===== src/shared/mscr_pkg.sv =====
// Purpose: constants and types for the motor start-up configuration register bank
// Assumes: axi4-lite slave with 32-bit data, 12-bit byte address
// Notes: option registers are 8 bits wide and sit in the low byte of their word
package mscr_pkg;

  // ----------------------------------------------------------------
  // register map (index, byte address is four times the index)
  // ----------------------------------------------------------------
  localparam int NUM_OPT = 5;
  localparam int ADDR_W = 12;
  localparam logic [9:0] IDX_DETECT_REVERSE = 10'h023;
  localparam logic [9:0] IDX_CURRENT_BRAKE = 10'h024;
  localparam logic [9:0] IDX_STARTUP_ACCEL = 10'h025;
  localparam logic [9:0] IDX_HANDOVER_ALIGN = 10'h026;
  localparam logic [9:0] IDX_FAULT_SURGE = 10'h027;
  localparam logic [9:0] IDX_EVENT_STATUS = 10'h030;
  localparam logic [9:0] IDX_EVENT_MASK = 10'h031;

  // ----------------------------------------------------------------
  // reset values and bus answers
  // ----------------------------------------------------------------
  localparam logic [7:0] RST_OPT = 8'h00;
  localparam logic [NUM_OPT-1:0] RST_MASK = 5'h00;
  localparam logic [1:0] RESP_OKAY = 2'h0;
  localparam logic [1:0] RESP_SLVERR = 2'h2;

  // ----------------------------------------------------------------
  // decode scales
  // ----------------------------------------------------------------
  localparam logic [9:0] STILL_WINDOW_BASE_MS = 10'h050;
  localparam logic [7:0] ADVANCE_STEP_DEG = 8'h1e;
  localparam logic [11:0] HANDOVER_LOW_STEP_DHZ = 12'h008;
  localparam logic [11:0] HANDOVER_HIGH_STEP_DHZ = 12'h080;

  // ----------------------------------------------------------------
  // field layout of the option registers, as a packed struct per register
  // ----------------------------------------------------------------
  typedef struct packed {
    logic [1:0] stationary_judge_threshold;
    logic [1:0] post_sense_advance_angle;
    logic initial_speed_detect_enable;
    logic reverse_drive_enable;
    logic [1:0] reverse_brake_threshold;
  } mscr_opt1_s;

  typedef struct packed {
    logic [1:0] open_loop_current;
    logic [2:0] open_loop_ramp_rate;
    logic [2:0] brake_time_select;
  } mscr_opt2_s;

  typedef struct packed {
    logic [1:0] control_coefficient;
    logic [2:0] startup_accel_second_order;
    logic [2:0] startup_accel_first_order;
  } mscr_opt3_s;

  typedef struct packed {
    logic [4:0] closed_loop_handover_speed;
    logic [2:0] rotor_align_time;
  } mscr_opt4_s;

  typedef struct packed {
    logic no_motor_fault_enable;
    logic [2:0] lock_detector_enables;
    logic inductive_surge_guard_enable;
    logic mechanical_surge_guard_enable;
    logic mechanical_surge_guard_target;
    logic sense_release_mode;
  } mscr_opt5_s;

  typedef struct packed {
    mscr_opt1_s detect_reverse_options;
    mscr_opt2_s open_loop_current_brake_options;
    mscr_opt3_s startup_acceleration_options;
    mscr_opt4_s handover_align_options;
    mscr_opt5_s fault_enable_surge_options;
  } mscr_cfg_s;

  // decoded values handed to the control logic
  typedef struct packed {
    logic [9:0] still_window_ms;
    logic [7:0] advance_angle_deg;
    logic brake_enable;
    logic [11:0] handover_speed_dhz;
    logic handover_speed_valid;
  } mscr_dec_s;

endpackage : mscr_pkg


===== src/hw/mscr_regs.sv =====
// Purpose: start-up configuration register bank of a sensorless motor driver
// Assumes: axi4-lite slave, one write and one read in flight at most
// Notes: each option write with byte lane 0 enabled raises a sticky event bit; read of status clears it
//
// The AXI4-Lite register port was chosen for this implementation.
`timescale 1ns/1ns
module mscr_regs
  import mscr_pkg::*;
(
  input wire logic clk,
  input wire logic rst_n,
  input wire logic [ADDR_W-1:0] s_axi_awaddr,
  input wire logic s_axi_awvalid,
  output logic s_axi_awready,
  input wire logic [31:0] s_axi_wdata,
  input wire logic [3:0] s_axi_wstrb,
  input wire logic s_axi_wvalid,
  output logic s_axi_wready,
  output logic [1:0] s_axi_bresp,
  output logic s_axi_bvalid,
  input wire logic s_axi_bready,
  input wire logic [ADDR_W-1:0] s_axi_araddr,
  input wire logic s_axi_arvalid,
  output logic s_axi_arready,
  output logic [31:0] s_axi_rdata,
  output logic [1:0] s_axi_rresp,
  output logic s_axi_rvalid,
  input wire logic s_axi_rready,
  output mscr_cfg_s cfg_o,
  output mscr_dec_s dec_o,
  output logic irq_o
);

  // ----------------------------------------------------------------
  // state
  // ----------------------------------------------------------------
  typedef struct packed {
    logic [NUM_OPT-1:0][7:0] opt;
    logic [NUM_OPT-1:0] status;
    logic [NUM_OPT-1:0] mask;
    logic aw_full;
    logic [9:0] aw_idx;
    logic w_full;
    logic [7:0] w_byte;
    logic w_lane0;
    logic bvalid;
    logic [1:0] bresp;
    logic rvalid;
    logic [7:0] rdata;
    logic [1:0] rresp;
  } mscr_state_s;

  mscr_state_s s_q;
  mscr_state_s s_d;

  localparam mscr_state_s RST_STATE = '{
    opt: {NUM_OPT{RST_OPT}},
    status: '0,
    mask: RST_MASK,
    aw_full: 1'b0,
    aw_idx: '0,
    w_full: 1'b0,
    w_byte: '0,
    w_lane0: 1'b0,
    bvalid: 1'b0,
    bresp: RESP_OKAY,
    rvalid: 1'b0,
    rdata: '0,
    rresp: RESP_OKAY
  };

  logic aw_take;
  logic w_take;
  logic ar_take;
  logic do_write;
  logic [NUM_OPT-1:0] wr_event;
  logic [NUM_OPT-1:0] rd_clear;
  logic [9:0] ar_idx;

  // each write channel is free until its own half is held, and refused while an answer is pending
  assign s_axi_awready = !s_q.aw_full && !s_q.bvalid;
  assign s_axi_wready = !s_q.w_full && !s_q.bvalid;
  assign s_axi_arready = !s_q.rvalid;
  assign aw_take = s_axi_awvalid && s_axi_awready;
  assign w_take = s_axi_wvalid && s_axi_wready;
  assign ar_take = s_axi_arvalid && s_axi_arready;
  assign do_write = s_q.aw_full && s_q.w_full && !s_q.bvalid;
  assign ar_idx = s_axi_araddr[ADDR_W-1:2];

  // ----------------------------------------------------------------
  // next state
  // ----------------------------------------------------------------
  always_comb begin
    s_d = s_q;
    wr_event = '0;
    rd_clear = '0;

    if (aw_take) begin
      s_d.aw_full = 1'b1;
      s_d.aw_idx = s_axi_awaddr[ADDR_W-1:2];
    end
    if (w_take) begin
      s_d.w_full = 1'b1;
      s_d.w_byte = s_axi_wdata[7:0];
      s_d.w_lane0 = s_axi_wstrb[0];
    end

    // commit a held write; option registers keep the last value written
    if (do_write) begin
      s_d.aw_full = 1'b0;
      s_d.w_full = 1'b0;
      s_d.bvalid = 1'b1;
      s_d.bresp = RESP_OKAY;
      if (s_q.aw_idx >= IDX_DETECT_REVERSE && s_q.aw_idx <= IDX_FAULT_SURGE) begin
        for (int i = 0; i < NUM_OPT; i++) begin
          if (s_q.aw_idx == IDX_DETECT_REVERSE + 10'(i) && s_q.w_lane0) begin
            s_d.opt[i] = s_q.w_byte;
            wr_event[i] = 1'b1;
          end
        end
      end else if (s_q.aw_idx == IDX_EVENT_MASK) begin
        if (s_q.w_lane0) begin
          s_d.mask = s_q.w_byte[NUM_OPT-1:0];
        end
      end else if (s_q.aw_idx != IDX_EVENT_STATUS) begin
        s_d.bresp = RESP_SLVERR;
      end
    end
    if (s_q.bvalid && s_axi_bready) begin
      s_d.bvalid = 1'b0;
    end

    // read answers one cycle after the address is taken
    if (ar_take) begin
      s_d.rvalid = 1'b1;
      s_d.rresp = RESP_OKAY;
      s_d.rdata = '0;
      if (ar_idx >= IDX_DETECT_REVERSE && ar_idx <= IDX_FAULT_SURGE) begin
        for (int i = 0; i < NUM_OPT; i++) begin
          if (ar_idx == IDX_DETECT_REVERSE + 10'(i)) begin
            s_d.rdata = s_q.opt[i];
          end
        end
      end else if (ar_idx == IDX_EVENT_STATUS) begin
        s_d.rdata = {3'h0, s_q.status};
        rd_clear = s_q.status;
      end else if (ar_idx == IDX_EVENT_MASK) begin
        s_d.rdata = {3'h0, s_q.mask};
      end else begin
        s_d.rresp = RESP_SLVERR;
      end
    end else if (s_q.rvalid && s_axi_rready) begin
      s_d.rvalid = 1'b0;
    end

    // a new event wins over a read that clears in the same cycle
    s_d.status = (s_q.status & ~rd_clear) | wr_event;
  end

  always_ff @(posedge clk) begin
    if (!rst_n) begin
      s_q <= RST_STATE;
    end else begin
      s_q <= s_d;
    end
  end

  // ----------------------------------------------------------------
  // outputs
  // ----------------------------------------------------------------
  assign s_axi_bvalid = s_q.bvalid;
  assign s_axi_bresp = s_q.bresp;
  assign s_axi_rvalid = s_q.rvalid;
  assign s_axi_rresp = s_q.rresp;
  assign s_axi_rdata = {24'h000000, s_q.rdata};
  assign irq_o = |(s_q.status & s_q.mask);

  // fields go straight from the flops; option 1 takes the top byte
  logic [NUM_OPT*8-1:0] cfg_word;
  for (genvar g = 0; g < NUM_OPT; g++) begin : g_cfg
    assign cfg_word[(NUM_OPT-1-g)*8 +: 8] = s_q.opt[g];
  end
  assign cfg_o = mscr_cfg_s'(cfg_word);

  logic [1:0] still_code;
  logic [1:0] adv_code;
  logic [4:0] hand_code;
  assign still_code = cfg_o.detect_reverse_options.stationary_judge_threshold;
  assign adv_code = cfg_o.detect_reverse_options.post_sense_advance_angle;
  assign hand_code = cfg_o.handover_align_options.closed_loop_handover_speed;

  // window doubles per code step from 80 ms
  assign dec_o.still_window_ms = STILL_WINDOW_BASE_MS << still_code;
  assign dec_o.advance_angle_deg = 8'(ADVANCE_STEP_DEG * ({6'h00, adv_code} + 8'h01));
  assign dec_o.brake_enable = |cfg_o.open_loop_current_brake_options.brake_time_select;

  // handover speed in tenths of a hertz
  assign dec_o.handover_speed_dhz = hand_code[4] ?
    12'(HANDOVER_HIGH_STEP_DHZ * ({8'h00, hand_code[3:0]} + 12'h001)) :
    12'(HANDOVER_LOW_STEP_DHZ * {8'h00, hand_code[3:0]});
  assign dec_o.handover_speed_valid = hand_code[4] || (|hand_code[3:0]);

  // ----------------------------------------------------------------
  // checks
  // ----------------------------------------------------------------
  opt_write_hold_a: assert property (@(posedge clk) disable iff (!rst_n)
    (do_write && s_q.w_lane0 && s_q.aw_idx == IDX_DETECT_REVERSE)
      |=> (s_q.opt[0] == $past(s_q.w_byte)) && s_q.status[0])
    else $error("option write not stored");

  opt_stable_a: assert property (@(posedge clk) disable iff (!rst_n)
    !$past(do_write) |-> $stable(s_q.opt))
    else $error("option register changed without a write");

  read_back_a: assert property (@(posedge clk) disable iff (!rst_n)
    (ar_take && ar_idx == IDX_FAULT_SURGE) |=> s_axi_rvalid && s_axi_rdata[7:0] == $past(s_q.opt[4]))
    else $error("option read does not return stored value");

  still_window_a: assert property (@(posedge clk) disable iff (!rst_n)
    (still_code == 2'h3) |-> dec_o.still_window_ms == 10'h280)
    else $error("still window wrong for longest code");

  advance_angle_a: assert property (@(posedge clk) disable iff (!rst_n)
    (adv_code == 2'h3) |-> dec_o.advance_angle_deg == 8'h78)
    else $error("advance angle wrong");

  brake_off_a: assert property (@(posedge clk) disable iff (!rst_n)
    dec_o.brake_enable == (s_q.opt[1][2:0] != 3'h0))
    else $error("brake enable does not follow brake field");

  handover_range_a: assert property (@(posedge clk) disable iff (!rst_n)
    (hand_code == 5'h1f) |-> dec_o.handover_speed_dhz == 12'h800 && dec_o.handover_speed_valid)
    else $error("handover top speed wrong");

  handover_zero_a: assert property (@(posedge clk) disable iff (!rst_n)
    (hand_code == 5'h00) |-> !dec_o.handover_speed_valid)
    else $error("zero handover code flagged valid");

  fault_bits_a: assert property (@(posedge clk) disable iff (!rst_n)
    cfg_o.fault_enable_surge_options.no_motor_fault_enable == s_q.opt[4][7]
      && cfg_o.fault_enable_surge_options.sense_release_mode == s_q.opt[4][0])
    else $error("fault or surge field misplaced");

  event_wins_a: assert property (@(posedge clk) disable iff (!rst_n)
    (|wr_event && |rd_clear) |=> (s_q.status & $past(wr_event)) == $past(wr_event))
    else $error("event lost against status clear");

  irq_level_a: assert property (@(posedge clk) disable iff (!rst_n)
    $rose(irq_o) |-> $past(do_write) && |s_q.mask)
    else $error("interrupt rose without a write event");

  // ----------------------------------------------------------------
  // bus answer, register, field placement and decode checks
  // ----------------------------------------------------------------

  write_answer_a: assert property (@(posedge clk) disable iff (!rst_n)
    (aw_take && w_take)
      |=> ##1 s_axi_bvalid)
    else $error("write answer not two cycles after both halves taken");

  write_refused_a: assert property (@(posedge clk) disable iff (!rst_n)
    s_axi_bvalid
      |-> !s_axi_awready && !s_axi_wready)
    else $error("write half accepted while answer pending");

  read_answer_a: assert property (@(posedge clk) disable iff (!rst_n)
    ar_take
      |=> s_axi_rvalid && !s_axi_arready)
    else $error("read answer not one cycle after address");

  rdata_upper_a: assert property (@(posedge clk) disable iff (!rst_n)
    s_axi_rvalid
      |-> s_axi_rdata[31:8] == 24'h000000)
    else $error("read data upper bytes not zero");

  bad_write_a: assert property (@(posedge clk) disable iff (!rst_n)
    (do_write && s_q.aw_idx < IDX_DETECT_REVERSE)
      |=> s_axi_bvalid && s_axi_bresp == RESP_SLVERR)
    else $error("unmapped write not refused");

  bad_read_a: assert property (@(posedge clk) disable iff (!rst_n)
    (ar_take && ar_idx < IDX_DETECT_REVERSE)
      |=> s_axi_rresp == RESP_SLVERR && s_axi_rdata == 32'h00000000)
    else $error("unmapped read not refused");

  opt_write_okay_a: assert property (@(posedge clk) disable iff (!rst_n)
    (do_write && s_q.aw_idx >= IDX_DETECT_REVERSE && s_q.aw_idx <= IDX_FAULT_SURGE)
      |=> s_axi_bvalid && s_axi_bresp == RESP_OKAY)
    else $error("option write not answered okay");

  status_clear_a: assert property (@(posedge clk) disable iff (!rst_n)
    (ar_take && ar_idx == IDX_EVENT_STATUS && !(|wr_event))
      |=> !(|s_q.status))
    else $error("status not cleared by its read");

  status_read_a: assert property (@(posedge clk) disable iff (!rst_n)
    (ar_take && ar_idx == IDX_EVENT_STATUS)
      |=> s_axi_rdata[NUM_OPT-1:0] == $past(s_q.status))
    else $error("status read returns wrong bits");

  strobe_off_a: assert property (@(posedge clk) disable iff (!rst_n)
    (do_write && !s_q.w_lane0)
      |=> $stable(s_q.opt) && $stable(s_q.mask))
    else $error("write without byte enable changed a register");

  mask_write_a: assert property (@(posedge clk) disable iff (!rst_n)
    (do_write && s_q.w_lane0 && s_q.aw_idx == IDX_EVENT_MASK)
      |=> s_q.mask == NUM_OPT'($past(s_q.w_byte)))
    else $error("mask write not stored");

  last_write_a: assert property (@(posedge clk) disable iff (!rst_n)
    (do_write && s_q.w_lane0 && s_q.aw_idx == IDX_FAULT_SURGE)
      |=> s_q.opt[4] == $past(s_q.w_byte) && s_q.status[4])
    else $error("last option write not stored");

  detect_bits_a: assert property (@(posedge clk) disable iff (!rst_n)
    cfg_o.detect_reverse_options.initial_speed_detect_enable == s_q.opt[0][3]
      && cfg_o.detect_reverse_options.reverse_drive_enable == s_q.opt[0][2]
      && cfg_o.detect_reverse_options.reverse_brake_threshold == s_q.opt[0][1:0])
    else $error("detect or reverse field misplaced");

  current_bits_a: assert property (@(posedge clk) disable iff (!rst_n)
    cfg_o.open_loop_current_brake_options.open_loop_current == s_q.opt[1][7:6]
      && cfg_o.open_loop_current_brake_options.open_loop_ramp_rate == s_q.opt[1][5:3])
    else $error("open-loop current field misplaced");

  accel_bits_a: assert property (@(posedge clk) disable iff (!rst_n)
    cfg_o.startup_acceleration_options.startup_accel_second_order == s_q.opt[2][5:3]
      && cfg_o.startup_acceleration_options.startup_accel_first_order == s_q.opt[2][2:0])
    else $error("start-up acceleration field misplaced");

  align_bits_a: assert property (@(posedge clk) disable iff (!rst_n)
    cfg_o.handover_align_options.closed_loop_handover_speed == s_q.opt[3][7:3]
      && cfg_o.handover_align_options.rotor_align_time == s_q.opt[3][2:0])
    else $error("handover or align field misplaced");

  surge_bits_a: assert property (@(posedge clk) disable iff (!rst_n)
    cfg_o.fault_enable_surge_options.lock_detector_enables == s_q.opt[4][6:4]
      && cfg_o.fault_enable_surge_options.inductive_surge_guard_enable == s_q.opt[4][3]
      && cfg_o.fault_enable_surge_options.mechanical_surge_guard_enable == s_q.opt[4][2]
      && cfg_o.fault_enable_surge_options.mechanical_surge_guard_target == s_q.opt[4][1])
    else $error("detector or surge field misplaced");

  still_window_low_a: assert property (@(posedge clk) disable iff (!rst_n)
    ((still_code == 2'h0) |-> dec_o.still_window_ms == 10'h050)
      and ((still_code == 2'h1) |-> dec_o.still_window_ms == 10'h0a0)
      and ((still_code == 2'h2) |-> dec_o.still_window_ms == 10'h140))
    else $error("still window wrong for short codes");

  advance_low_a: assert property (@(posedge clk) disable iff (!rst_n)
    ((adv_code == 2'h0) |-> dec_o.advance_angle_deg == 8'h1e)
      and ((adv_code == 2'h1) |-> dec_o.advance_angle_deg == 8'h3c)
      and ((adv_code == 2'h2) |-> dec_o.advance_angle_deg == 8'h5a))
    else $error("advance angle wrong for small codes");

  handover_low_a: assert property (@(posedge clk) disable iff (!rst_n)
    ((hand_code == 5'h01) |-> dec_o.handover_speed_dhz == 12'h008 && dec_o.handover_speed_valid)
      and ((hand_code == 5'h0f) |-> dec_o.handover_speed_dhz == 12'h078))
    else $error("low range handover speed wrong");

  handover_high_a: assert property (@(posedge clk) disable iff (!rst_n)
    ((hand_code == 5'h10) |-> dec_o.handover_speed_dhz == 12'h080 && dec_o.handover_speed_valid)
      and ((hand_code == 5'h11) |-> dec_o.handover_speed_dhz == 12'h100))
    else $error("high range handover speed wrong");

endmodule : mscr_regs


===== config.mk =====
export PLATFORM = sky130hd
export DESIGN_NAME = mscr_regs
export DESIGN_NICKNAME = d
export VERILOG_FILES = /design/src/shared/mscr_pkg.sv /design/src/hw/mscr_regs.sv
export SDC_FILE = /design/constraint.sdc
export NUM_CORES = 1
export LEC_CHECK = 0
export BUFFER_PORTS_ARGS = -buffer_cell sky130_fd_sc_hd__buf_4
export CORE_UTILIZATION = 49
export DETAILED_ROUTE_END_ITERATION = 8
export PLACE_DENSITY_LB_ADDON = 0.05
export SLEW_MARGIN = 0
export SYNTH_ARGS = -nofsm -noshare
export SYNTH_HDL_FRONTEND = slang
export SYNTH_SLANG_ARGS = --single-unit
export TNS_END_PERCENT = 1

===== constraint.sdc =====
create_clock -name clk -period 2 [get_ports clk]
set_input_delay 0.1 -clock clk [delete_from_list [all_inputs] [get_ports clk]]
set_output_delay 0.1 -clock clk [all_outputs]
set_load 0.02 [all_outputs]

==> impl_metrics.csv, run 1 <==
group,metric,value,unit
critical_path,endpoint_kind,"output port",
critical_path,path_max_fanout,6,
cts,clk_latency,0.35,ns
routing,wl_per_cell,15.2,microns
floorplan,die_height,98.8,microns
worst_hold_path,min_from,"s_axi_awaddr[9]",
synth,syn_avg_cell_area,8.54,sq um
cts,clock_sinks,83,
power,ir_drop,420,uV
timing,max_freq,515,MHz
layout,nets,681,
floorplan,ios,181,
status,violations,"negative hold slack",
synth,ys_seq_area_frac,0.362,
global_route,antenna_found_initial,0,
critical_path,r2r-start,"s_q[30]",
timing,holdWs,-0.00317,ns
critical_path,startpoint_type,"register",
floorplan,dieArea,9760,sq um
cts,cts_tree,"yes",
run,max_cap_violations,0,
cts,clk_pin_slew,0.08,ns
synth,async_reset_ff_frac,0,
critical_path,crit_arrival,1.84,ns
synth,synth.distinct_cells,50,
placement,hpwl,8000,microns
layout,area_growth,17.8,%
routing,wl,10900,microns
synth,yosysWarnings,0,
timing,slew_headroom,0.601,
cts,htree_num_levels,3,
synth,ys.flop_type,"dfxtp_1",
global_route,grt_pass1_wl,17200,microns
global_route,grt_max_degree,39,
placement,place_ws,0.108,ns
power,finalPower,3.37,mW
synth,synthCells,538,
routing,viasPerCell,5.12,
timing,drv_slew,0,
timing,worstMarginPinSlew,0.591,ns
power,leakage,2.47,nW
synth,ys_seq_elements,83,
placement,dp_cells,690,
timing,finalCritPeriodShare,0.970,
timing,skew,0.00851,ns
layout,fin_area,5410,sq um
routing,dr.pass1.iters,4,
floorplan,die_w,98.8,microns
layout,drive_gt1_frac,0.267,
placement,dpl-instance-area,5030,sq um
routing,num_vias,3684,
placement,io_buffers,114,
placement,gp_congestion,0.801,
timing,fin_crit,1.94,ns
global_route,first_global_vias,3381,
cts,cts_buffer_depth,2,
timing,final_hold_viol_count,2,
power,power.density,622,nW/um^2
critical_path,path_class,"register to output port",
critical_path,required,1.90,ns
layout,fin_cells,719,
routing,postRouteAntennaNets,0,
timing,setup_violations,0,
cts,cts-root-buf,"clkbuf_8",
routing,detail_route.iter0.violations,167,
routing,drc_errors,0,
global_route,grt-ovfl-total,0,
worst_hold_path,hold_path_class,"input pin to register",
floorplan,rows,34,
floorplan,core,8890,sq um
global_route,grt_usage,0.222,
layout,antenna_cells,0,
synth,synth_edf_count,0,
status,outcome,"finished with violations",
critical_path,startpoint,"cfg_o[36]",
timing,setup_tns,0,ns
floorplan,initial_core_util,0.516,
cts,cts_buffers,9,
layout,final_util,0.609,
timing,setup_ws,0.0597,ns
synth,syn_area,4590,sq um
kinds of logic (layout without fill, tap and decap cells):
| logic type | Yosys count | in the layout | share of synthesized area |
|---|---|---|---|
| flops | 83 | 83 | 0.362 |
| simple gates | 175 | 175 | 0.187 |
| fa+ha+maj | 8 | 8 | 0.0234 |
| other cells | 2 | 36 | 0.00164 |
| compound gates | 86 | 86 | 0.127 |
| buf+inv | 128 | 167 | 0.178 |
| mux | 50 | 50 | 0.109 |
| xor+xnor | 6 | 6 | 0.0114 |
final cells by class:
cell class	count	area (sq um)
flip-flops and latches	83	1670
well taps	108	135
clock inverters	4	47.5
multi-input cells	361	2270
fillers	828	3480
clock buffers	12	165
repair buffers	140	1080
inverters	11	46.3
worst max-delay path: stages (launching register included):
cell and delay (ns):
dfxtp_4 0.40, inv_6 0.05, ha_4 0.16, fa_2 0.40
xnor2_2 0.14, xnor2_1 0.17, buf_4 0.16
path summary, 6_finish.rpt:
kind,endpoint,slack [ns],depth (start not counted)
worst max-delay path,dec_o[19],0.06,6
worst min-delay path,s_q[31],-0.003,3
worst max register to register,cfg_o[19],0.22,5
worst min register to register,s_q[14],0.46,2
registers in the layout, summed over array words and instances (netlist names):
signal	count
s_axi_bvalid	1
s_axi_rvalid	1
s_axi_rresp	1
s_axi_bresp	1
cfg_o	40
s_axi_rdata	8
s_q	31
power breakdown:
group,switching (mW),leakage (nW),internal [mW],total [mW]
logic,0.232,1.69,0.139,0.371
registers,0.0479,0.674,1.68,1.73
clock network,0.587,0.108,0.675,1.26
total,0.866,2.47,2.50,3.37
cells in the mapped netlist, types with 3 or more instances:
cell	number	area [sq um]
inv_1	11	41.3
o221ai_1	5	43.8
a21oi_1	27	135
nor2b_1	5	31.3
xnor2_1	4	35.0
o21ai_0	14	70.1
a22o_1	3	26.3
nand2b_1	7	43.8
or3b_2	3	26.3
buf_4	88	661
mux2i_1	50	500
nor2_1	38	143
o2bb2ai_1	7	61.3
nand2_1	85	319
and2_1	6	37.5
a221oi_1	5	43.8
dfxtp_1	83	1660
nand4_1	4	25.0
buf_2	7	35.0
nand3_1	5	25.0
ha_1	7	87.6
clkbuf_1	20	75.1
nor4bb_1	3	30.0
o31ai_1	5	37.5
a21boi_0	10	75.1
layout by cell type, fill, tap and decap left out, types with 10 or more instances in the layout:
master         instances
a21boi_0              10
a21oi_1               27
buf_4                130
clkbuf_8              12
conb_1                36
dfxtp_1               81
dlygate4sd3_1         10
inv_1                 10
mux2i_1               50
nand2_1               85
nor2_1                38
o21ai_0               14
what timing repair did:
item / 4_1_cts / 5_1_grt
resized for setup: 8 / 4
pin swaps: 2 / 4
hold endpoints to repair: 10 / 0
endpoints found under the setup margin: 3 / 1
setup buffers: 0 / 3
hold buffers: 10 / 0
metal layers:
metal	part of all wire	global-route usage	vias up
met4	0.0075	0.0563	0
met5	0	0	-
met2	0.47	0.365	120
met3	0.059	0.0369	8
met1	0.47	0.303	1713
li1	-	-	1843
Power figures use the tool's default switching activity.
==> run 2: changes to the inputs <==
Settings changed: PLACE_DENSITY from default to 0.84, PLACE_DENSITY_LB_ADDON 0.05 to default.
==> impl_metrics.csv, run 2 (synthesis gave the netlist of run 1 again) <==
group,metric,value,unit
power,finalPower,3.47,mW
placement,io_buffers,114,
layout,final_cell_mix,"129 x buf_4, 85 x nand2_1, 81 x dfxtp_1",
global_route,grt_max_degree,46,
timing,holdWs,0.00758,ns
layout,drive_gt1_frac,0.265,
layout,largest_register_ffs,40,
critical_path,worstSetupEndpoint,"dec_o[19]",
critical_path,startpoint,"cfg_o[36]",
layout,fin_cells,720,
floorplan,die_height,98.8,microns
routing,viasPerCell,5.27,
floorplan,ios,181,
critical_path,startpoint_type,"register",
power,clkPwrFrac,0.391,
timing,setup_tns,0,ns
timing,fin_crit,1.97,ns
status,outcome,"finished clean",
timing,slew_headroom,0.530,
global_route,antenna_found_initial,0,
cts,clock_sinks,83,
cts,clk_latency,0.36,ns
timing,rsz0062_at_grt,"yes",
routing,wl,11100,microns
power,power.density,638,nW/um^2
cts,cts_tree,"yes",
layout,final_util,0.611,
placement,hpwl,7930,microns
routing,postRouteAntennaNets,0,
run,max_cap_violations,0,
power,leakage,2.47,nW
power,seqPwrFrac,0.499,
critical_path,path_max_fanout,4,
power,swShare,0.251,
floorplan,rows,34,
cts,htree_num_levels,3,
routing,dr.pass1.iters,4,
critical_path,max_stage_delay,0.42,ns
power,ir_drop,356,uV
timing,drv_slew,0,
critical_path,crit_slowest_cell,"fa_2",
floorplan,dieArea,9760,sq um
global_route,first_global_vias,3505,
critical_path,endpoint_kind,"output port",
timing,worstMarginPinSlew,0.695,ns
layout,nFillCells,755,
worst_hold_path,hold_path_class,"input pin to register",
critical_path,crit_arrival,1.87,ns
global_route,grt_usage,0.225,
timing,final_hold_viol_count,0,
critical_path,rr_worst_depth,5,
critical_path,r2r-start,"s_q[32]",
power,power_frac_comb,0.109,
power,p_int,2.60,mW
critical_path,reg2reg_slack,0.14,ns
global_route,grt_pass1_wl,17200,microns
floorplan,die_w,98.8,microns
cts,cts_buffer_depth,2,
timing,skew,0.00794,ns
timing,setup_violations,0,
critical_path,required,1.90,ns
cts,cts-root-buf,"clkbuf_8",
timing,finalCritPeriodShare,0.987,
placement,gp_congestion,0.797,
cts,clk_pin_slew,0.08,ns
routing,wl_per_cell,15.4,microns
floorplan,initial_core_util,0.516,
critical_path,cp_cell_sequence,"inv_4 -> ha_4 -> inv_2 -> fa_2 -> xnor2_2 -> xnor2_1 -> buf_4",
routing,drc_errors,0,
layout,nets,682,
critical_path,worst_r2r_endpoint,"cfg_o[21]",
routing,num_vias,3795,
global_route,grt-ovfl-total,0,
power,p_sw,0.872,mW
layout,antenna_cells,0,
routing,detail_route.iter0.violations,302,
timing,max_freq,507,MHz
floorplan,core,8890,sq um
layout,layout_commonest_cell,"buf_4",
critical_path,path_class,"register to output port",
layout,area_growth,18.3,%
placement,dp_cells,689,
cts,cts_buffers,9,
run 2: worst min-delay path by stage:
stage               slack, ns        startpoint  depth (start not counted)           end
floorplan                0.24    s_axi_wstrb[0]                          2       s_q[14]
global placement         0.35  s_axi_awaddr[11]                          3       s_q[33]
detailed placement       0.36   s_axi_awaddr[6]                          3       s_q[28]
CTS                     0.001    s_axi_wdata[0]                          3       s_q[15]
global route            0.005    s_axi_wdata[6]                          3       s_q[21]
finish                  0.008      s_axi_rready                          3  s_axi_rvalid
run 2: area by class of cell:
cell class | count | area, sq um | area share
multi-input combinational | 361 | 2270 | 0.418
sequential | 83 | 1660 | 0.306
timing repair buffer | 141 | 1090 | 0.200
clock buffer | 12 | 155 | 0.0286
tap | 108 | 135 | 0.0249
clock inverter | 4 | 72.6 | 0.0134
inverter | 11 | 43.8 | 0.00806
run 2: power groups by stage:
stage | sequential (mW) | clock (mW) | combinational [mW]
after floorplan | 1.75 | 0 | 0.298
after global placement | 1.76 | 0 | 0.342
after detailed placement | 1.77 | 0 | 0.352
after CTS | 1.73 | 1.37 | 0.373
after global routing | 1.74 | 1.45 | 0.412
final | 1.73 | 1.36 | 0.379
run 2: critical path, delay by kind of cell (launching register included):
kind	cells	cell delay, ns
buffers and inverters	3	0.28
DFF	1	0.34
adders and majority gates	2	0.55
xor gates and xnor gates	2	0.35
run 2: routing by layer:
metal  share of wire  track usage
met2            0.50        0.381
met4           0.016       0.0827
met3           0.060       0.0574
met1            0.42        0.275
met5               0            0
run 2: repair_timing:
action	in CTS	in global routing
setup endpoints to repair	2	2
gates resized for setup	4	7
pin swaps	1	5
endpoints found under the hold margin	12	0
hold buffers	12	0
buffers inserted	1	2
run 2: metrics by stage:
stage          worst slack, ns  instance area (sq um)
3_3_place_gp             0.269                   5020
2_1_floorplan           0.0692                   4720
5_1_grt                -0.0317                   5430
3_5_place_dp             0.163                   5020
4_1_cts                0.00785                   5390
6_report                0.0266                   5430
==> run 3: changes to the inputs <==
Settings changed: CORE_UTILIZATION 49 to 53, PLACE_DENSITY 0.84 to 0.9, SLEW_MARGIN 0 to 5.
Clock period 2 ns to 2.5 ns, I/O delays scaled along.
==> impl_metrics.csv, run 3 (synthesis gave the netlist of run 1 again) <==
group,metric,value,unit
status,outcome,"finished clean",
routing,num_vias,3736,
critical_path,startpoint_type,"register",
cts,clk_pin_slew,0.08,ns
layout,drive_gt1_frac,0.244,
cts,htree_num_levels,3,
timing,final_hold_viol_count,0,
timing,finalCritPeriodShare,0.917,
floorplan,ios,181,
power,power.density,520,nW/um^2
layout,largest_register_ffs,40,
run,max_cap_violations,0,
cts,cts_buffers,9,
timing,skew,0.00641,ns
worst_hold_path,hold_depth,3,
global_route,grt-ovfl-total,0,
cts,clock_sinks,83,
critical_path,path_max_fanout,8,
routing,wl_per_cell,15.5,microns
power,ir_drop,349,uV
cts,cts_tree,"yes",
placement,hpwl,7920,microns
layout,layout_commonest_cell,"buf_4",
critical_path,endpoint_kind,"output port",
timing,drv_slew,0,
timing,setup_ws,0.209,ns
routing,postRouteAntennaNets,0,
critical_path,path_class,"register to output port",
critical_path,rr_worst_depth,5,
global_route,antenna_found_initial,0,
timing,setup_violations,0,
placement,place_ws,0.512,ns
layout,nets,662,
floorplan,die_w,95.1,microns
cts,cts-root-buf,"clkbuf_8",
routing,dr.pass1.iters,5,
critical_path,crit_arrival,2.17,ns
layout,antenna_cells,0,
global_route,grt_pass1_wl,17000,microns
timing,rsz0062_at_grt,"no",
timing,setup_tns,0,ns
timing,max_freq,436,MHz
critical_path,required,2.38,ns
global_route,grt_max_degree,48,
routing,drc_errors,0,
layout,final_cell_mix,"120 x buf_4, 85 x nand2_1, 82 x dfxtp_1",
global_route,first_global_vias,3395,
timing,worstMarginPinSlew,0.604,ns
routing,detail_route.iter0.violations,252,
worst_hold_path,hold_path_class,"input pin to register",
timing,holdWs,0.0131,ns
power,leakage,2.36,nW
global_route,grt_usage,0.247,
cts,clk_latency,0.35,ns
timing,fin_crit,2.29,ns
floorplan,initial_core_util,0.553,
cts,cts_buffer_depth,2,
placement,gp_congestion,0.812,
floorplan,core,8300,sq um
layout,area_growth,13.2,%
floorplan,rows,33,
routing,viasPerCell,5.37,
routing,wl,10800,microns
placement,io_buffers,114,
floorplan,die_height,95.1,microns
floorplan,dieArea,9040,sq um
timing,slew_headroom,0.592,
-- run 3: changes by cell type in the layout (fill, tap and decap cells not counted), sizes merged --
cell | previous run | this run
clkbuf | 12 | 13
dlygate4sd3 | 12 | 1
clkinvlp | 1 | 0
buf | 129 | 120
clkinv | 1 | 0
-- run 3: per-stage QoR --
| step | instances | instance area (sq um) | utilization | total power [mW] |
|---|---|---|---|---|
| 6_report | 696 | 5200 | 0.626 | 2.70 |
| 5_1_grt | 696 | 5200 | 0.626 | 2.81 |
| 4_1_cts | 695 | 5180 | 0.624 | 2.71 |
| 3_5_place_dp | 680 | 4970 | 0.599 | 1.69 |
| 3_3_place_gp | 680 | 4970 | 0.599 | 1.68 |
| 2_1_floorplan | 572 | 4720 | - | 1.64 |
-- run 3: worst max-delay path: stages, from the launching register on --
cell     delay [ns]
dfxtp_1        0.49
ha_2           0.29
inv_1          0.07
fa_1           0.43
xnor2_1        0.23
xnor2_1        0.15
buf_4          0.17
-- run 3: per-layer routing --
layer  track usage  up-vias  wire length [microns]
li1              -     1800                      -
met1         0.305     1759                   4580
met2         0.414      161                   5240
met3        0.0702       16                    809
met4        0.0758        0                    149
met5             0        -                      0
-- run 3: cell type report --
class,instances,area [sq um]
fill,703,3100
multi-input combinational,361,2240
sequential,83,1660
timing repair buffer,121,911
clock buffer,13,149
tap,105,131
clock inverter,2,60.1
inverter,11,41.3
-- run 3: power by group --
| group | total (mW) | switching, mW | internal (mW) |
|---|---|---|---|
| clock | 1.03 | 0.444 | 0.586 |
| sequential | 1.39 | 0.0384 | 1.35 |
| combinational | 0.282 | 0.184 | 0.0983 |
-- run 3: timing repair --
action                                  4_1_cts  5_1_grt
hold buffers                                  0        1
endpoints found under the setup margin        0        1
buffers inserted                              0        0
hold endpoints to repair                      0        1
gates resized for setup                       0        2
-- run 3: worst paths after layout --
check                                      start        end  slack [ns]
worst min-delay path            s_axi_awaddr[11]    s_q[33]        0.01
worst max register to register           s_q[30]  cfg_o[35]        0.53
worst max-delay path                   cfg_o[37]  dec_o[19]        0.21
worst min register to register           s_q[33]    s_q[33]        0.46
